`config.mk`:
```
export PLATFORM = sky130hd
export DESIGN_NAME = cfs_sequencer
export DESIGN_NICKNAME = d
export VERILOG_FILES = /design/src/hdl/cfs_pkg.sv /design/src/hdl/cfs_sequencer.sv
export VERILOG_INCLUDE_DIRS = /design/src /design/src/hdl
export SDC_FILE = /design/constraint.sdc
export NUM_CORES = 1
export LEC_CHECK = 0
export BUFFER_PORTS_ARGS = -buffer_cell sky130_fd_sc_hd__buf_2
export CELL_PAD_IN_SITES_DETAIL_PLACEMENT = 1
export CELL_PAD_IN_SITES_GLOBAL_PLACEMENT = 2
export CORE_ASPECT_RATIO = 1.75
export CORE_MARGIN = 2
export CORE_UTILIZATION = 31
export DETAILED_ROUTE_END_ITERATION = 10
export PLACE_DENSITY_LB_ADDON = 0.1
export SKIP_CTS_REPAIR_TIMING = 1
export SYNTH_ARGS = -nofsm -noshare
export SYNTH_HDL_FRONTEND = slang
export SYNTH_SLANG_ARGS = --single-unit
```
`constraint.sdc`:
```
create_clock -name mclk -period 2.8 [get_ports mclk]
set_input_delay 0.56 -clock mclk [delete_from_list [all_inputs] [get_ports mclk]]
set_output_delay 0.56 -clock mclk [all_outputs]
set_load 0.01 [all_outputs]
```
`src/hdl/cfs_regs.svh`:
```
// register offsets, field positions, reset values and timing counts for the converter fault sequencer
`ifndef CFS_REGS_SVH
`define CFS_REGS_SVH

// ------------------------------------------------------------
// register word addresses (byte address = 4 * index)
// ------------------------------------------------------------
`define CFS_ADDR_CTRL      2'h0
`define CFS_ADDR_STATUS    2'h1
`define CFS_ADDR_FAULTS    2'h2
`define CFS_ADDR_TIMING    2'h3

// ------------------------------------------------------------
// control register fields
// ------------------------------------------------------------
`define CFS_CTRL_ENABLE    0
`define CFS_CTRL_RESET     32'h0000_0000

// ------------------------------------------------------------
// status register fields
// ------------------------------------------------------------
`define CFS_ST_SWITCHING   0
`define CFS_ST_FAULT_IND   1
`define CFS_ST_LATCH       2
`define CFS_ST_TRIM        3
`define CFS_ST_CLIMIT      4
`define CFS_ST_STATE_LSB   8

// ------------------------------------------------------------
// fault bits, write one to clear; input and temperature bits also clear in CFS_OFF once their condition is gone
// ------------------------------------------------------------
`define CFS_F_IN_LOW       0
`define CFS_F_IN_HIGH      1
`define CFS_F_OUT_LOW      2
`define CFS_F_TEMP         3
`define CFS_F_OUT_HIGH     4

// ------------------------------------------------------------
// timing, as time and as cycles of the 10 MHz clock
// ------------------------------------------------------------
`define CFS_CLK_HZ         10000000
`define CFS_CLIMIT_US      1000
`define CFS_CLIMIT_CYC     ((`CFS_CLIMIT_US * (`CFS_CLK_HZ / 1000000)))
`define CFS_IN_FILT_CYC    16
`define CFS_OV_FILT_CYC    16
`define CFS_FAULT_CYC      1000
`define CFS_INIT_CYC       200
`define CFS_TON_CYC        100

`endif

```
`src/hdl/cfs_pkg.sv`:
```
// types shared by the converter fault sequencer
package cfs_pkg;

  typedef enum logic [2:0] {
    CFS_OFF,
    CFS_INIT,
    CFS_TON,
    CFS_RUN,
    CFS_HOLD,
    CFS_WAIT_CLEAR
  } cfs_state_t;

  typedef struct packed {
    logic input_low_lockout;   // input below falling lockout level
    logic input_above_rise;    // input above rising lockout level
    logic input_high_lockout;  // input above rising overvoltage level
    logic input_below_ov_fall; // input below falling overvoltage level
    logic output_low_fault;    // sensed output below undervoltage level
    logic output_high;         // sensed output above overvoltage level
    logic temp_high;           // internal temperature above limit
    logic over_current;        // output current above limit threshold
    logic input_init_loss;     // input below initialization level
  } cfs_sense_t;

  typedef struct packed {
    logic in_low;
    logic in_high;
    logic out_low;
    logic temp;
    logic out_high;
  } cfs_faults_t;

endpackage : cfs_pkg

```
`src/hdl/cfs_sequencer.sv`:
```
// converter fault supervision, restart sequencing and avalon-mm register slave
//
// Added by the designer: the register offsets and the Avalon-MM interface to the registers.
`timescale 1ns/10ps
`include "cfs_regs.svh"

// Summary of operation
// RULE1: when stopped, ignore enable until input rises above rising lockout level.
// RULE2: while running, input below falling lockout registers fault, stops switching.
// RULE3: input dips shorter than the filter time are ignored, no fault.
// RULE4: after input-low fault, wait for input above rising level, restart if enabled.
// RULE5: input above rising overvoltage level registers fault and stops switching.
// RULE6: after overvoltage fault, wait input below falling level, restart if enabled.
// RULE7: fast overvoltage halts switching at once; short events resume without fault.
// RULE8: overvoltage longer than its filter time is a fault, running or not.
// RULE9: while switching, output below undervoltage level registers fault, stops at once.
// RULE10: after output-low fault, keep powertrain off for the fault hold time.
// RULE11: output-low recovery, if enabled, waits init then turn-on delay, then soft start.
// RULE12: overtemperature registers fault, stops at once, holds off at least hold time.
// RULE13: after hold, wait for temperature clear, then init and turn-on delays.
// RULE14: output above overvoltage level while switching disables the powertrain.
// RULE15: output overvoltage is latched; no restart while the latch is set.
// RULE16: latch clears only on enable low or input below initialization level.
// RULE17: current-limit action is held off a fixed interval after overcurrent.
// RULE18: sustained current limit alone raises no fault and no shutdown.
// RULE19: current limit pulling output under undervoltage level takes output-low path.
// RULE20: fault indication active whenever powertrain stopped, inactive enabled and clean.
// RULE21: latched trim mode never changes on fault recovery or disable.
// RULE22: filter, hold, init and turn-on intervals are clock counters, configurable.
// RULE23: with several faults, every condition must clear before any restart.
module cfs_sequencer #(
  parameter int IN_FILT_CYC = `CFS_IN_FILT_CYC,
  parameter int OV_FILT_CYC = `CFS_OV_FILT_CYC,
  parameter int FAULT_CYC   = `CFS_FAULT_CYC,
  parameter int INIT_CYC    = `CFS_INIT_CYC,
  parameter int TON_CYC     = `CFS_TON_CYC,
  parameter int CLIMIT_CYC  = `CFS_CLIMIT_CYC,
  parameter int CW          = 16
) (
  input  wire logic               mclk,
  input  wire logic               sys_rst,
  input  wire cfs_pkg::cfs_sense_t sense,
  input  wire logic               enable_pin,
  input  wire logic               trim_request,
  input  wire logic [1:0]         avs_address,
  input  wire logic               avs_read,
  input  wire logic               avs_write,
  input  wire logic [31:0]        avs_writedata,
  input  wire logic [3:0]         avs_byteenable,
  output logic [31:0]             avs_readdata,
  output logic                    avs_waitrequest,
  output logic                    powertrain_on,
  output logic                    fault_indication,
  output logic                    current_limit_active,
  output logic                    trim_active
);
  import cfs_pkg::*;

  initial begin
    if (IN_FILT_CYC < 1 || OV_FILT_CYC < 1 || FAULT_CYC < 1 || INIT_CYC < 1 || TON_CYC < 1 ||
        CLIMIT_CYC < 1 || FAULT_CYC >= (1 << CW) || INIT_CYC >= (1 << CW) ||
        TON_CYC >= (1 << CW) || CLIMIT_CYC >= (1 << CW) || IN_FILT_CYC >= (1 << CW) ||
        OV_FILT_CYC >= (1 << CW))
      $error("cfs_sequencer: timing counts out of range");
  end

  // ------------------------------------------------------------
  // declarations
  // ------------------------------------------------------------
  cfs_state_t  state;
  cfs_faults_t faults;
  logic [CW-1:0] tmr;
  logic [CW-1:0] in_low_cnt;
  logic [CW-1:0] ov_cnt;
  logic [CW-1:0] cl_cnt;
  logic          sw_enable;
  logic          output_high_latch;
  logic          trim_taken;
  logic          enabled;
  logic          in_low_ev;
  logic          ov_ev;
  logic          any_block;
  logic          stop_now;
  logic          clr_hit;
  logic [4:0]    clr_mask;
  logic          acc;
  logic          wr_done;

  assign enabled = enable_pin & sw_enable;
  assign acc     = (avs_read | avs_write) & avs_waitrequest;
  // writes land on the edge that completes the transfer, not the accepting one
  assign wr_done = avs_write & ~avs_waitrequest;

  // ------------------------------------------------------------
  // input filters
  // ------------------------------------------------------------
  // a dip must last the filter time before it counts
  always_ff @(posedge mclk or posedge sys_rst) begin
    if (sys_rst) begin
      in_low_cnt <= '0;
    end else if (sense.input_low_lockout && state == CFS_RUN) begin
      if (in_low_cnt != CW'(IN_FILT_CYC))
        in_low_cnt <= in_low_cnt + 1'b1; // RULE3 RULE22
    end else begin
      in_low_cnt <= '0;
    end
  end

  // counts in every state, so overvoltage is seen while stopped too
  always_ff @(posedge mclk or posedge sys_rst) begin
    if (sys_rst) begin
      ov_cnt <= '0;
    end else if (sense.input_high_lockout) begin
      if (ov_cnt != CW'(OV_FILT_CYC))
        ov_cnt <= ov_cnt + 1'b1; // RULE8 RULE22
    end else begin
      ov_cnt <= '0;
    end
  end

  assign in_low_ev = (in_low_cnt == CW'(IN_FILT_CYC)); // RULE2
  assign ov_ev     = (ov_cnt == CW'(OV_FILT_CYC)); // RULE5 RULE8

  // ------------------------------------------------------------
  // fault flags and output overvoltage latch
  // ------------------------------------------------------------
  // anything still present blocks the restart, plus the latch
  assign any_block = (faults.in_low & ~sense.input_above_rise) |          // RULE4
                     (faults.in_high & ~sense.input_below_ov_fall) |      // RULE6
                     (faults.temp & sense.temp_high) |                    // RULE13
                     output_high_latch |                                  // RULE15
                     ~sense.input_above_rise | sense.input_high_lockout;  // RULE23

  assign stop_now = in_low_ev | ov_ev | (sense.output_low_fault & powertrain_on) | // RULE9 RULE19
                    sense.temp_high | (sense.output_high & powertrain_on);         // RULE12 RULE14

  assign clr_hit  = wr_done && avs_address == `CFS_ADDR_FAULTS && avs_byteenable[0];
  assign clr_mask = clr_hit ? avs_writedata[4:0] : 5'h00;

  // set wins over a software clear in the same cycle
  always_ff @(posedge mclk or posedge sys_rst) begin
    if (sys_rst) begin
      faults <= '0;
    end else begin
      faults.in_low   <= (faults.in_low & ~clr_mask[`CFS_F_IN_LOW] &
                          ~(state == CFS_OFF && sense.input_above_rise)) | in_low_ev; // RULE2 RULE4
      faults.in_high  <= (faults.in_high & ~clr_mask[`CFS_F_IN_HIGH] &
                          ~(state == CFS_OFF && sense.input_below_ov_fall)) | ov_ev; // RULE5 RULE6
      faults.out_low  <= (faults.out_low & ~clr_mask[`CFS_F_OUT_LOW]) |
                         (sense.output_low_fault & powertrain_on); // RULE9 RULE19
      faults.temp     <= (faults.temp & ~clr_mask[`CFS_F_TEMP] &
                          ~(state == CFS_OFF && !sense.temp_high)) | sense.temp_high; // RULE12
      faults.out_high <= (faults.out_high & ~clr_mask[`CFS_F_OUT_HIGH]) |
                         (sense.output_high & powertrain_on); // RULE14
    end
  end

  always_ff @(posedge mclk or posedge sys_rst) begin
    if (sys_rst) begin
      output_high_latch <= 1'b0;
    end else if (sense.output_high && powertrain_on) begin
      output_high_latch <= 1'b1; // RULE15
    end else if (!enable_pin || sense.input_init_loss) begin
      output_high_latch <= 1'b0; // RULE16
    end
  end

  // ------------------------------------------------------------
  // restart sequencer
  // ------------------------------------------------------------
  always_ff @(posedge mclk or posedge sys_rst) begin
    if (sys_rst) begin
      state <= CFS_OFF;
      tmr   <= '0;
    end else begin
      case (state)
        CFS_OFF: begin
          // enable is ignored until input clears the rising lockout
          if (enabled && !any_block) begin // RULE1 RULE23
            state <= CFS_INIT;
            tmr   <= '0;
          end
        end
        CFS_INIT: begin
          if (stop_now || !enabled || any_block) begin
            state <= CFS_OFF;
          end else if (tmr == CW'(INIT_CYC - 1)) begin
            state <= CFS_TON; // RULE11 RULE22
            tmr   <= '0;
          end else begin
            tmr <= tmr + 1'b1;
          end
        end
        CFS_TON: begin
          if (stop_now || !enabled || any_block) begin
            state <= CFS_OFF;
          end else if (tmr == CW'(TON_CYC - 1)) begin
            state <= CFS_RUN; // RULE11 RULE22
            tmr   <= '0;
          end else begin
            tmr <= tmr + 1'b1;
          end
        end
        CFS_RUN: begin
          if ((sense.output_low_fault && powertrain_on) || sense.temp_high) begin
            state <= CFS_HOLD; // RULE10 RULE12
            tmr   <= '0;
          end else if (stop_now || !enabled) begin
            state <= CFS_OFF; // RULE2 RULE5 RULE14
          end
        end
        CFS_HOLD: begin
          if (tmr == CW'(FAULT_CYC - 1)) begin
            state <= CFS_WAIT_CLEAR; // RULE10 RULE12 RULE22
          end else begin
            tmr <= tmr + 1'b1;
          end
        end
        CFS_WAIT_CLEAR: begin
          if (!sense.temp_high) begin
            state <= CFS_OFF; // RULE13
          end
        end
        default: begin
          state <= CFS_OFF;
        end
      endcase
    end
  end

  // ------------------------------------------------------------
  // powertrain gate and fault indication
  // ------------------------------------------------------------
  // controller-level overvoltage masks switching before the filter expires
  always_ff @(posedge mclk or posedge sys_rst) begin
    if (sys_rst) begin
      powertrain_on <= 1'b0;
    end else begin
      powertrain_on <= (state == CFS_RUN) && enabled && !stop_now &&
                       !sense.input_high_lockout && !output_high_latch; // RULE7 RULE9 RULE12 RULE15
    end
  end

  always_ff @(posedge mclk or posedge sys_rst) begin
    if (sys_rst) begin
      fault_indication <= 1'b1;
    end else begin
      fault_indication <= !((state == CFS_RUN) && enabled && !stop_now &&
                            !sense.input_high_lockout && !output_high_latch); // RULE20
    end
  end

  // ------------------------------------------------------------
  // current-limit hold-off
  // ------------------------------------------------------------
  // only a flag toward the analog loop; never a fault by itself
  always_ff @(posedge mclk or posedge sys_rst) begin
    if (sys_rst) begin
      cl_cnt               <= '0;
      current_limit_active <= 1'b0;
    end else if (sense.over_current && powertrain_on) begin
      if (cl_cnt != CW'(CLIMIT_CYC))
        cl_cnt <= cl_cnt + 1'b1; // RULE17
      current_limit_active <= (cl_cnt == CW'(CLIMIT_CYC)); // RULE17 RULE18
    end else begin
      cl_cnt               <= '0;
      current_limit_active <= 1'b0;
    end
  end

  // ------------------------------------------------------------
  // trim mode, caught once input first rises
  // ------------------------------------------------------------
  always_ff @(posedge mclk or posedge sys_rst) begin
    if (sys_rst) begin
      trim_taken  <= 1'b0;
      trim_active <= 1'b0;
    end else if (sense.input_init_loss) begin
      trim_taken <= 1'b0;
    end else if (!trim_taken && sense.input_above_rise) begin
      trim_taken  <= 1'b1; // RULE21
      trim_active <= trim_request;
    end
  end

  // ------------------------------------------------------------
  // avalon-mm slave, one wait cycle per access
  // ------------------------------------------------------------
  always_ff @(posedge mclk or posedge sys_rst) begin
    if (sys_rst) begin
      avs_waitrequest <= 1'b1;
    end else begin
      avs_waitrequest <= !((avs_read || avs_write) && avs_waitrequest);
    end
  end

  always_ff @(posedge mclk or posedge sys_rst) begin
    if (sys_rst) begin
      sw_enable <= 1'(`CFS_CTRL_RESET);
    end else if (wr_done && avs_address == `CFS_ADDR_CTRL && avs_byteenable[0]) begin
      sw_enable <= avs_writedata[`CFS_CTRL_ENABLE];
    end
  end

  always_ff @(posedge mclk or posedge sys_rst) begin
    if (sys_rst) begin
      avs_readdata <= 32'h0000_0000;
    end else if (acc && avs_read) begin
      case (avs_address)
        `CFS_ADDR_CTRL:   avs_readdata <= {31'h0, sw_enable};
        `CFS_ADDR_STATUS: avs_readdata <= {21'h0, state, 3'h0, current_limit_active, trim_active,
                                           output_high_latch, fault_indication, powertrain_on};
        `CFS_ADDR_FAULTS: avs_readdata <= {27'h0, faults.out_high, faults.temp, faults.out_low,
                                           faults.in_high, faults.in_low};
        `CFS_ADDR_TIMING: avs_readdata <= 32'(FAULT_CYC);
        default:          avs_readdata <= 32'h0000_0000;
      endcase
    end else begin
      avs_readdata <= 32'h0000_0000;
    end
  end

endmodule : cfs_sequencer

```
Word-level counts from Yosys, hierarchy flattened
Cells that the tools add are included.

Register bits: 112. Word-level logic and storage cells: 170. Output and inout bits: 37.

Bitwise logic cells: 43. Add/sub/neg operators: 4. Mux-type cells: 32. Equality and inequality tests: 30. Reduce and logical (&&, ||, !) cells: 42.

Operators by type and width (number): 2-to-1 mux 16 bit (13); one-hot mux 32 bit (4 select lines) (1); one-hot mux 16 bit (5 select lines) (1); adder 16 x 1 -> 16 bit (second input constant) (4); equality test 16 x 5 -> 1 bit (second input constant) (2); 2-to-1 mux 32 bit (1); inequality test 16 x 5 -> 1 bit (second input constant) (2); 2-to-1 mux 3 bit (9); logical AND 1 bit (19); one-hot mux 3 bit (6 select lines) (1); AND 1 bit (16); equality test 16 x 10 -> 1 bit (second input constant) (1); equality test 16 x 14 -> 1 bit (second input constant) (1); equality test 16 x 7 -> 1 bit (second input constant) (1); equality test 16 x 8 -> 1 bit (second input constant) (1); inequality test 16 x 14 -> 1 bit (second input constant) (1); bitwise OR 1 bit (15); inequality test 2 bit (second input constant) (6); NOT 1 bit (12); AND reduction 6 bit (2); zero test 1 bit (10); inequality test 3 bit (second input constant) (3); inequality test 2 x 1 -> 1 bit (second input constant) (4); equality test 3 x 2 -> 1 bit (second input constant) (2); 12 further kinds (23).

Logic depth before layout (Yosys ltp)
Gate-level depths: netlist of run 1.

Word-level depth: 11. Mapped depth: 9. Depth with buffers taken out: 8.

Least setup slack after synthesis of run 1
OpenSTA, ideal clock, no wires.

Path type: input to register. Start: input sense[6] in the netlist's numbering. End: register tmr[14]. Path slack: 0.421 ns. Required time: 2.679 ns. Stages on the path: 7. Arrival time: 2.258 ns. Library setup time: 0.121 ns. Cell sequence: or3b_1 > a2111oi_4 > nand4_2 > a221o_1 > buf_2 > a21o_1 > a22o_1.

Cells in the longest elaborated chain, start to end: 5. Elaborated cells on any way between the ends: 8.

RTL lines: start, declared (line cfs_sequencer.sv:42) `input wire cfs_pkg::cfs_sense_t sense,`; bitwise OR 1 bit * (line cfs_sequencer.sv:132) `~sense.input_above_rise | sense.input_high_lockout;`; zero test 1 bit (line cfs_sequencer.sv:179) `if (enabled && !any_block) begin`; logical AND 1 bit (line cfs_sequencer.sv:179); inequality test 2 x 1 -> 1 bit (no source line); AND reduction 6 bit (no source line) *; end signal, assigned (line cfs_sequencer.sv:191) `tmr <= tmr + 1'b1;`; end signal, assigned (line cfs_sequencer.sv:201) `tmr <= tmr + 1'b1;`; end signal, assigned (line cfs_sequencer.sv:216) `tmr <= tmr + 1'b1;`; end, declared (line cfs_sequencer.sv:72) `logic [CW-1:0] tmr;`.

Every way passes the cells marked *; elsewhere a longest branch is shown, timed or not. A chain may end at the register's enable or synchronous reset.

Final worst setup path of run 1
Start: register ov_cnt[0]. End: register tmr[15].

Cells in the longest elaborated chain, start to end: 9. Elaborated cells on any way between the ends: 10.

RTL lines: start, declared (line cfs_sequencer.sv:74) `logic [CW-1:0] ov_cnt;`; start signal, assigned (line cfs_sequencer.sv:115) `ov_cnt <= ov_cnt + 1'b1;`; equality test 16 x 5 -> 1 bit * (line cfs_sequencer.sv:122) `assign ov_ev = (ov_cnt == CW'(OV_FILT_CYC));`; bitwise OR 1 bit * (3 in series) (line cfs_sequencer.sv:134) `assign stop_now = in_low_ev | ov_ev | (sense.output_low_fault & powertrain_on) |`; bitwise OR 1 bit * (line cfs_sequencer.sv:135) `sense.temp_high | (sense.output_high & powertrain_on);`; logical OR 1 bit * (2 in series) (line cfs_sequencer.sv:185, cfs_sequencer.sv:195); inequality test 2 bit (no source line); AND reduction 6 bit (no source line) *.

Marked as above.

==> run metrics, run 1 <==
post-synthesis compound-gate area fraction=11.88%; path type of the worst setup path=flop to flop; Worst Tran Pin Value=around 0.60 ns; Avg Cell Area, Syn=approximately 9.3 um2; R2R Setup Slk=0.23 ns; gpl congestion=about 0.8; clock slew at reported path FFs=0.08 ns; Initial Util=between 30% and 40%; Synth Area in Adders=1.848%; final net count=~630; Num Clock Sinks=between 80 and 90; gr ovfl total=0; IO buf count=38; Layout Skew=0.01506 ns; Antenna Cells=0; DR pass1 iterations=4; GRT Util Overall=between 15 and 20%; DIE AREA=roughly 16000 um2; Routed WL per cell=about 17 um; Max FO, Critical Path=10; worst reg2reg path startpoint=ov_cnt[0]; RSZ-0062 raised after global routing=false; simple-gate share of the synthesized area=26.33%; fmax=roughly 390 MHz; first-pass GRT wire length=22.00 mm; Largest stage delay, worst path=roughly 0.43 ns; DRT antenna net count=0; initial antenna violation count=1; Clock Path Buffers=2; Critical-path top delay cell=dfrtp_1; sequential-to-total area share from yosys stat=47.06%; MaxCap Viol Count=0; RR Endpoint=tmr[15]; Final Slew Violations=0; CP Capture Point=tmr[15]; Synth Flop Type=dfrtp_1; clk_lat worst skew=0.35 ns; largest family of logic cells by synthesized area=simple AND/OR/NAND/NOR gates; Detailed Route Iter0 Violations=103; layout cells sized above 1=approximately 16%; final hold slack=about 0.27 ns; H-tree Lvls=3; final setup fails=0; data required time at the worst endpoint=about 3 ns; CP endpoint kind=flop; FFs w/ async S/R, synth=100.0%; power per cell area=roughly 630 nW/um2; final cell count without fillers=approximately 760; Leak Pwr=about 0.0024 uW; post-DR vias/cell=5.151; Power, Total=3485 uW; Crit path top cell by count=buf_4; DRT Wirelength=roughly 13 mm; area grow syn2layout=16.35%; distinct cell type count after synthesis=56; Detail Placement HPWL=between 9 and 10 mm; Die Y=approximately 170 um; clock root buffer=clkbuf_16; R2R cell count=10; Vias=just under 4000; peak supply drop=between 300 and 400 uV; min cycle time layout=2.568 ns; startpoint types=flop; # rows=a little under 60; cts bufs inserted=9; vias in the first global route=4235; IO Count=90; status=finished, final reports clean; final hold vios=0; largest net degree at the start of global routing=42; Synth Warn #=0; worst-path cell chain=inv_1 -> ha_1 -> nor4b_1 -> nand4_1 -> nand4_2 -> a221o_1 -> buf_4 -> nor2_1 -> buf_4 -> a22o_1; EDFF count, synth=0; cell area after synthesis=about 4700 um2; fin crit share=between 90% and 100%; total core area=about 15000 um2; mux cell area share after synthesis=1.347%; Yosys reg bits=just under 90; placed cells=740; class of the worst hold path=input port to async pin; WP data arrival=roughly 2.8 ns; crit path launch=ov_cnt[0]; TritonCTS clock tree=yes; xor and xnor area share after synthesis=5.545%; Post-Syn Instances=510; Rel. slew slack=between 50% and 60%; Setup TNS Final=0 ns; DRC=0; Die X=between 90 and 100 um
## cells by family (layout without fill, tap and decap cells)
family,count (synthesis),after routing
other,1,21
adder cells (fa/ha/maj),7,7
AO/OA/AOI/OAI,84,84
flip-flops,89,89
AND/OR/NAND/NOR,242,242
buffers and inverters,51,94
multiplexers,6,6
XOR/XNOR,30,30
## flip-flops by register name (all words and copies together), names as in the netlist
register	cells
cl_cnt	16
in_low_cnt	16
ov_cnt	16
tmr	16
avs_readdata	9
faults	5
state	3
avs_waitrequest	1
current_limit_active	1
fault_indication	1
output_high_latch	1
powertrain_on	1
sw_enable	1
trim_active	1
trim_taken	1
## synthesized netlist by cell type (10+ instances only)
cell     count  area (um2)
dfrtp_1     87        2177
nand2_1     54       202.7
nor2_1      53       198.9
nand3_1     31       155.2
buf_4       23       172.7
a21oi_1     22       110.1
o21ai_0     19       95.09
inv_1       17       63.81
or3_1       16       100.1
nand4_1     15       93.84
xnor2_1     15       131.4
xor2_1      15       131.4
nor3_1      13       65.06
and3_1      12       75.07
and2_1      10       62.56
## stage by stage
stage	instance area (um2)	setup slack [ns]	util [%]
2_1_floorplan	4817	0.4211	-
3_3_place_gp	5201	0.006225	34.88
3_5_place_dp	5201	0.005092	34.88
4_1_cts	5513	0.1272	36.97
5_1_grt	5513	0.1025	36.97
6_report	5513	0.2316	36.97
## worst min-delay path by stage
stage                             end  slack (ns)  depth (start not counted)      start
final                      trim_taken        0.27                          2    sys_rst
after CTS                 trim_active        0.28                          2    sys_rst
after floorplan             faults[0]        0.44                          2  faults[0]
after detailed placement    faults[0]        0.47                          2  faults[0]
after global routing       trim_taken        0.30                          2    sys_rst
after global placement      faults[0]        0.46                          2  faults[0]
## where the power goes
part | internal (uW) | leakage (uW) | switching [uW]
Clock | 730 | 0.000155 | 557
Combinational | 316 | 0.00102 | 461
Sequential | 1350 | 0.00122 | 70.9
Total | 2400 | 0.00239 | 1090
## cell type report
| class | count | area, um2 |
|---|---|---|
| inverter | 18 | 71.32 |
| fill | 1761 | 9399 |
| clock buffer | 10 | 239.0 |
| timing repair buffer | 60 | 367.9 |
| clock inverter | 6 | 72.57 |
| multi-input combinational | 390 | 2303 |
| tap | 183 | 229.0 |
| sequential | 89 | 2230 |
## layout by cell type, fill, tap and decap left out, drive strengths merged, types with 7 or more instances in the layout
cell / instances
and3: 12
nor3: 13
or3: 16
a21oi: 22
and2: 10
nand2: 54
inv: 19
clkbuf: 10
xnor2: 15
nand4: 16
conb: 21
nand3: 31
o21ai: 25
dfrtp: 87
ha: 7
buf: 60
xor2: 15
a21boi: 7
nor2: 53
## worst max-delay path, delay by kind of cell, from the launching register on
| family | cells | cell delay (ns) |
|---|---|---|
| and+or+nand+nor | 4 | 0.75 |
| AOI/OAI and AO/OA | 2 | 0.63 |
| buffers and inverters | 3 | 0.46 |
| DFF | 1 | 0.43 |
| adders and majority gates | 1 | 0.16 |
## layer usage
| layer | up-vias | global-route usage, % | share of wire (%) |
|---|---|---|---|
| met5 | - | 0 | 0.099 |
| li1 | 1871 | - | - |
| met4 | 2 | 4.952 | 1.4 |
| met1 | 1965 | 19.12 | 41 |
| met3 | 15 | 3.088 | 2.6 |
| met2 | 41 | 31.42 | 55 |
(Power assumes the default switching activity.)
==> inputs of run 2 (changes only) <==
--- a/config.mk
+++ b/config.mk
@@ -13,7 +13,7 @@
 export CORE_MARGIN = 2
 export CORE_UTILIZATION = 31
 export DETAILED_ROUTE_END_ITERATION = 10
-export PLACE_DENSITY_LB_ADDON = 0.1
+export PLACE_DENSITY = 0.77
 export SKIP_CTS_REPAIR_TIMING = 1
 export SYNTH_ARGS = -nofsm -noshare
 export SYNTH_HDL_FRONTEND = slang
==> run 2 against run 1 <==
Register-to-register slack better by 0.07 ns; largest cell class unchanged; setup slack better by 0.073 ns; highest routed layer is now met4; hold slack worse by 0.039 ns; die area unchanged; global-route usage down 1.1 points.
==> run metrics, run 2 (same netlist as run 1, synthesis figures left out) <==
status=finished, final reports clean; MaxCap Viol Count=0 (unchanged); DIE AREA=16330 um2 (unchanged); DRC=0 (unchanged); WP data arrival=2.72 ns (-0.08 ns); RSZ-0062 raised after global routing=false; Antenna Cells=0 (unchanged); Power, Total=3424 uW (-1.7%); DR pass1 iterations=4 (unchanged); Num Clock Sinks=89 (unchanged); peak supply drop=339.1 uV (-6.6%); gpl congestion=0.7582 (-5.4%); initial antenna violation count=0 (-1); Leak Pwr=0.002382 uW (-0.47%); final cell count without fillers=755 (-0.13%); clock root buffer=clkbuf_16; Detailed Route Iter0 Violations=114 (+11%); GRT Util Overall=15.63% (-1.1 points); dpl ws=0.0004490 ns (-0.004643 ns); Vias=3910 (+0.41%); area grow syn2layout=16.03%; clk_lat worst skew=0.34 ns (about the same); final net count=627 (-0.16%); Util after Layout=36.87% (-0.10 points); CP endpoint kind=flop; fmax=400.8 MHz (+2.9%); worst reg2reg path startpoint=ov_cnt[0]; class of the worst hold path=input port to async pin; Die Y=167.6 um (unchanged); fin crit share=89.11% (-2.6 points); Setup TNS Final=0 ns (unchanged); RR Endpoint=tmr[15]; Max FO, Critical Path=10 (unchanged); Rel. slew slack=61.08% (+1.5 points); Final Slew Violations=0 (unchanged); first-pass GRT wire length=20.89 mm (-5.1%); IO Count=90 (unchanged); # rows=59 (unchanged); R2R Setup Slk=0.30 ns (+0.07 ns); IO buf count=38 (unchanged); Clock Path Buffers=2 (unchanged); most common cell after layout, fill and taps aside=dfrtp_1; largest net degree at the start of global routing=50 (+19%); post-DR vias/cell=5.179 (+0.54%); Layout Skew=0.007789 ns (-0.007274 ns); DRT antenna net count=0 (unchanged); R2R cell count=11 (+1); Initial Util=31.78% (unchanged); clock slew at reported path FFs=0.07 ns (about the same); gr ovfl total=0 (unchanged); TritonCTS clock tree=yes; Worst Tran Pin Value=0.5825 ns (-0.02244 ns); Routed WL per cell=16.23 um (-6.7%); final hold vios=0 (unchanged); H-tree Lvls=3 (unchanged); vias in the first global route=4217 (-0.43%); Fillers=1756 (-0.28%); most frequent cells in the layout=87 x dfrtp_1, 54 x nand2_1, 53 x nor2_1; slack of the critical path=0.3050 ns (+0.07343 ns); cts bufs inserted=9 (unchanged); power per cell area=622.9 nW/um2 (-1.5%); path type of the worst setup path=flop to flop; startpoint types=flop; Detail Placement HPWL=9.217 mm (-7.4%); data required time at the worst endpoint=3.03 ns (about the same); total core area=14910 um2 (unchanged); DRT Wirelength=12.25 mm (-6.9%); layout cells sized above 1=15.73% (-0.15 points); final setup fails=0 (unchanged); placed cells=739 (-0.14%); min cycle time layout=2.495 ns (-0.07343 ns); Die X=97.46 um (unchanged)
run 2: per-stage QoR:
| stage | hold slack, ns | instance area [um2] |
|---|---|---|
| 2_1_floorplan | 0.4446 | 4817 |
| 3_3_place_gp | 0.4678 | 5194 |
| 3_5_place_dp | 0.4876 | 5194 |
| 4_1_cts | 0.2324 | 5498 |
| 5_1_grt | 0.2591 | 5498 |
| 6_report | 0.2293 | 5498 |
run 2: power breakdown:
| group | leakage [uW] | internal [uW] | total [uW] | switching (uW) |
|---|---|---|---|---|
| sequential | 0.00122 | 1350 | 1420 | 74.2 |
| clock | 0.000149 | 720 | 1250 | 527 |
| combinational | 0.00101 | 313 | 753 | 440 |
| total | 0.00238 | 2380 | 3420 | 1040 |
run 2: worst max-delay path by stage:
stage                   start       to
finish              ov_cnt[0]  tmr[15]
global route        ov_cnt[0]  tmr[15]
CTS                 ov_cnt[0]  tmr[15]
detailed placement   sense[6]   tmr[6]
global placement     sense[6]  tmr[15]
floorplan            sense[6]  tmr[14]
run 2: final cells by class:
cell class,instances,area (um2),area share [%]
Clock buffer,10,239.0,4.347
Clock inverter,6,65.06,1.183
Inverter,18,71.32,1.297
Multi-Input combinational cell,390,2303,41.90
Sequential cell,89,2230,40.56
Tap cell,183,229.0,4.165
Timing Repair Buffer,59,360.3,6.554
run 2: worst max-delay path, cell delays in order, from the launching register on:
cell and delay (ns):
dfrtp_1 0.42, inv_1 0.11, ha_1 0.17, nor4b_1 0.25
nand4_1 0.13, buf_4 0.19, nand4_2 0.13, a221o_1 0.33
buf_4 0.23, nor2_1 0.09, buf_4 0.14, a22o_1 0.19
run 2: per-layer routing:
metal / global-route usage [%] / vias to the layer above / wire length, um
li1: - / 1865 / -
met1: 17.97 / 1972 / 5117
met2: 29.33 / 59 / 6586
met3: 1.878 / 14 / 306
met4: 5.676 / 0 / 243
met5: 0 / - / 0
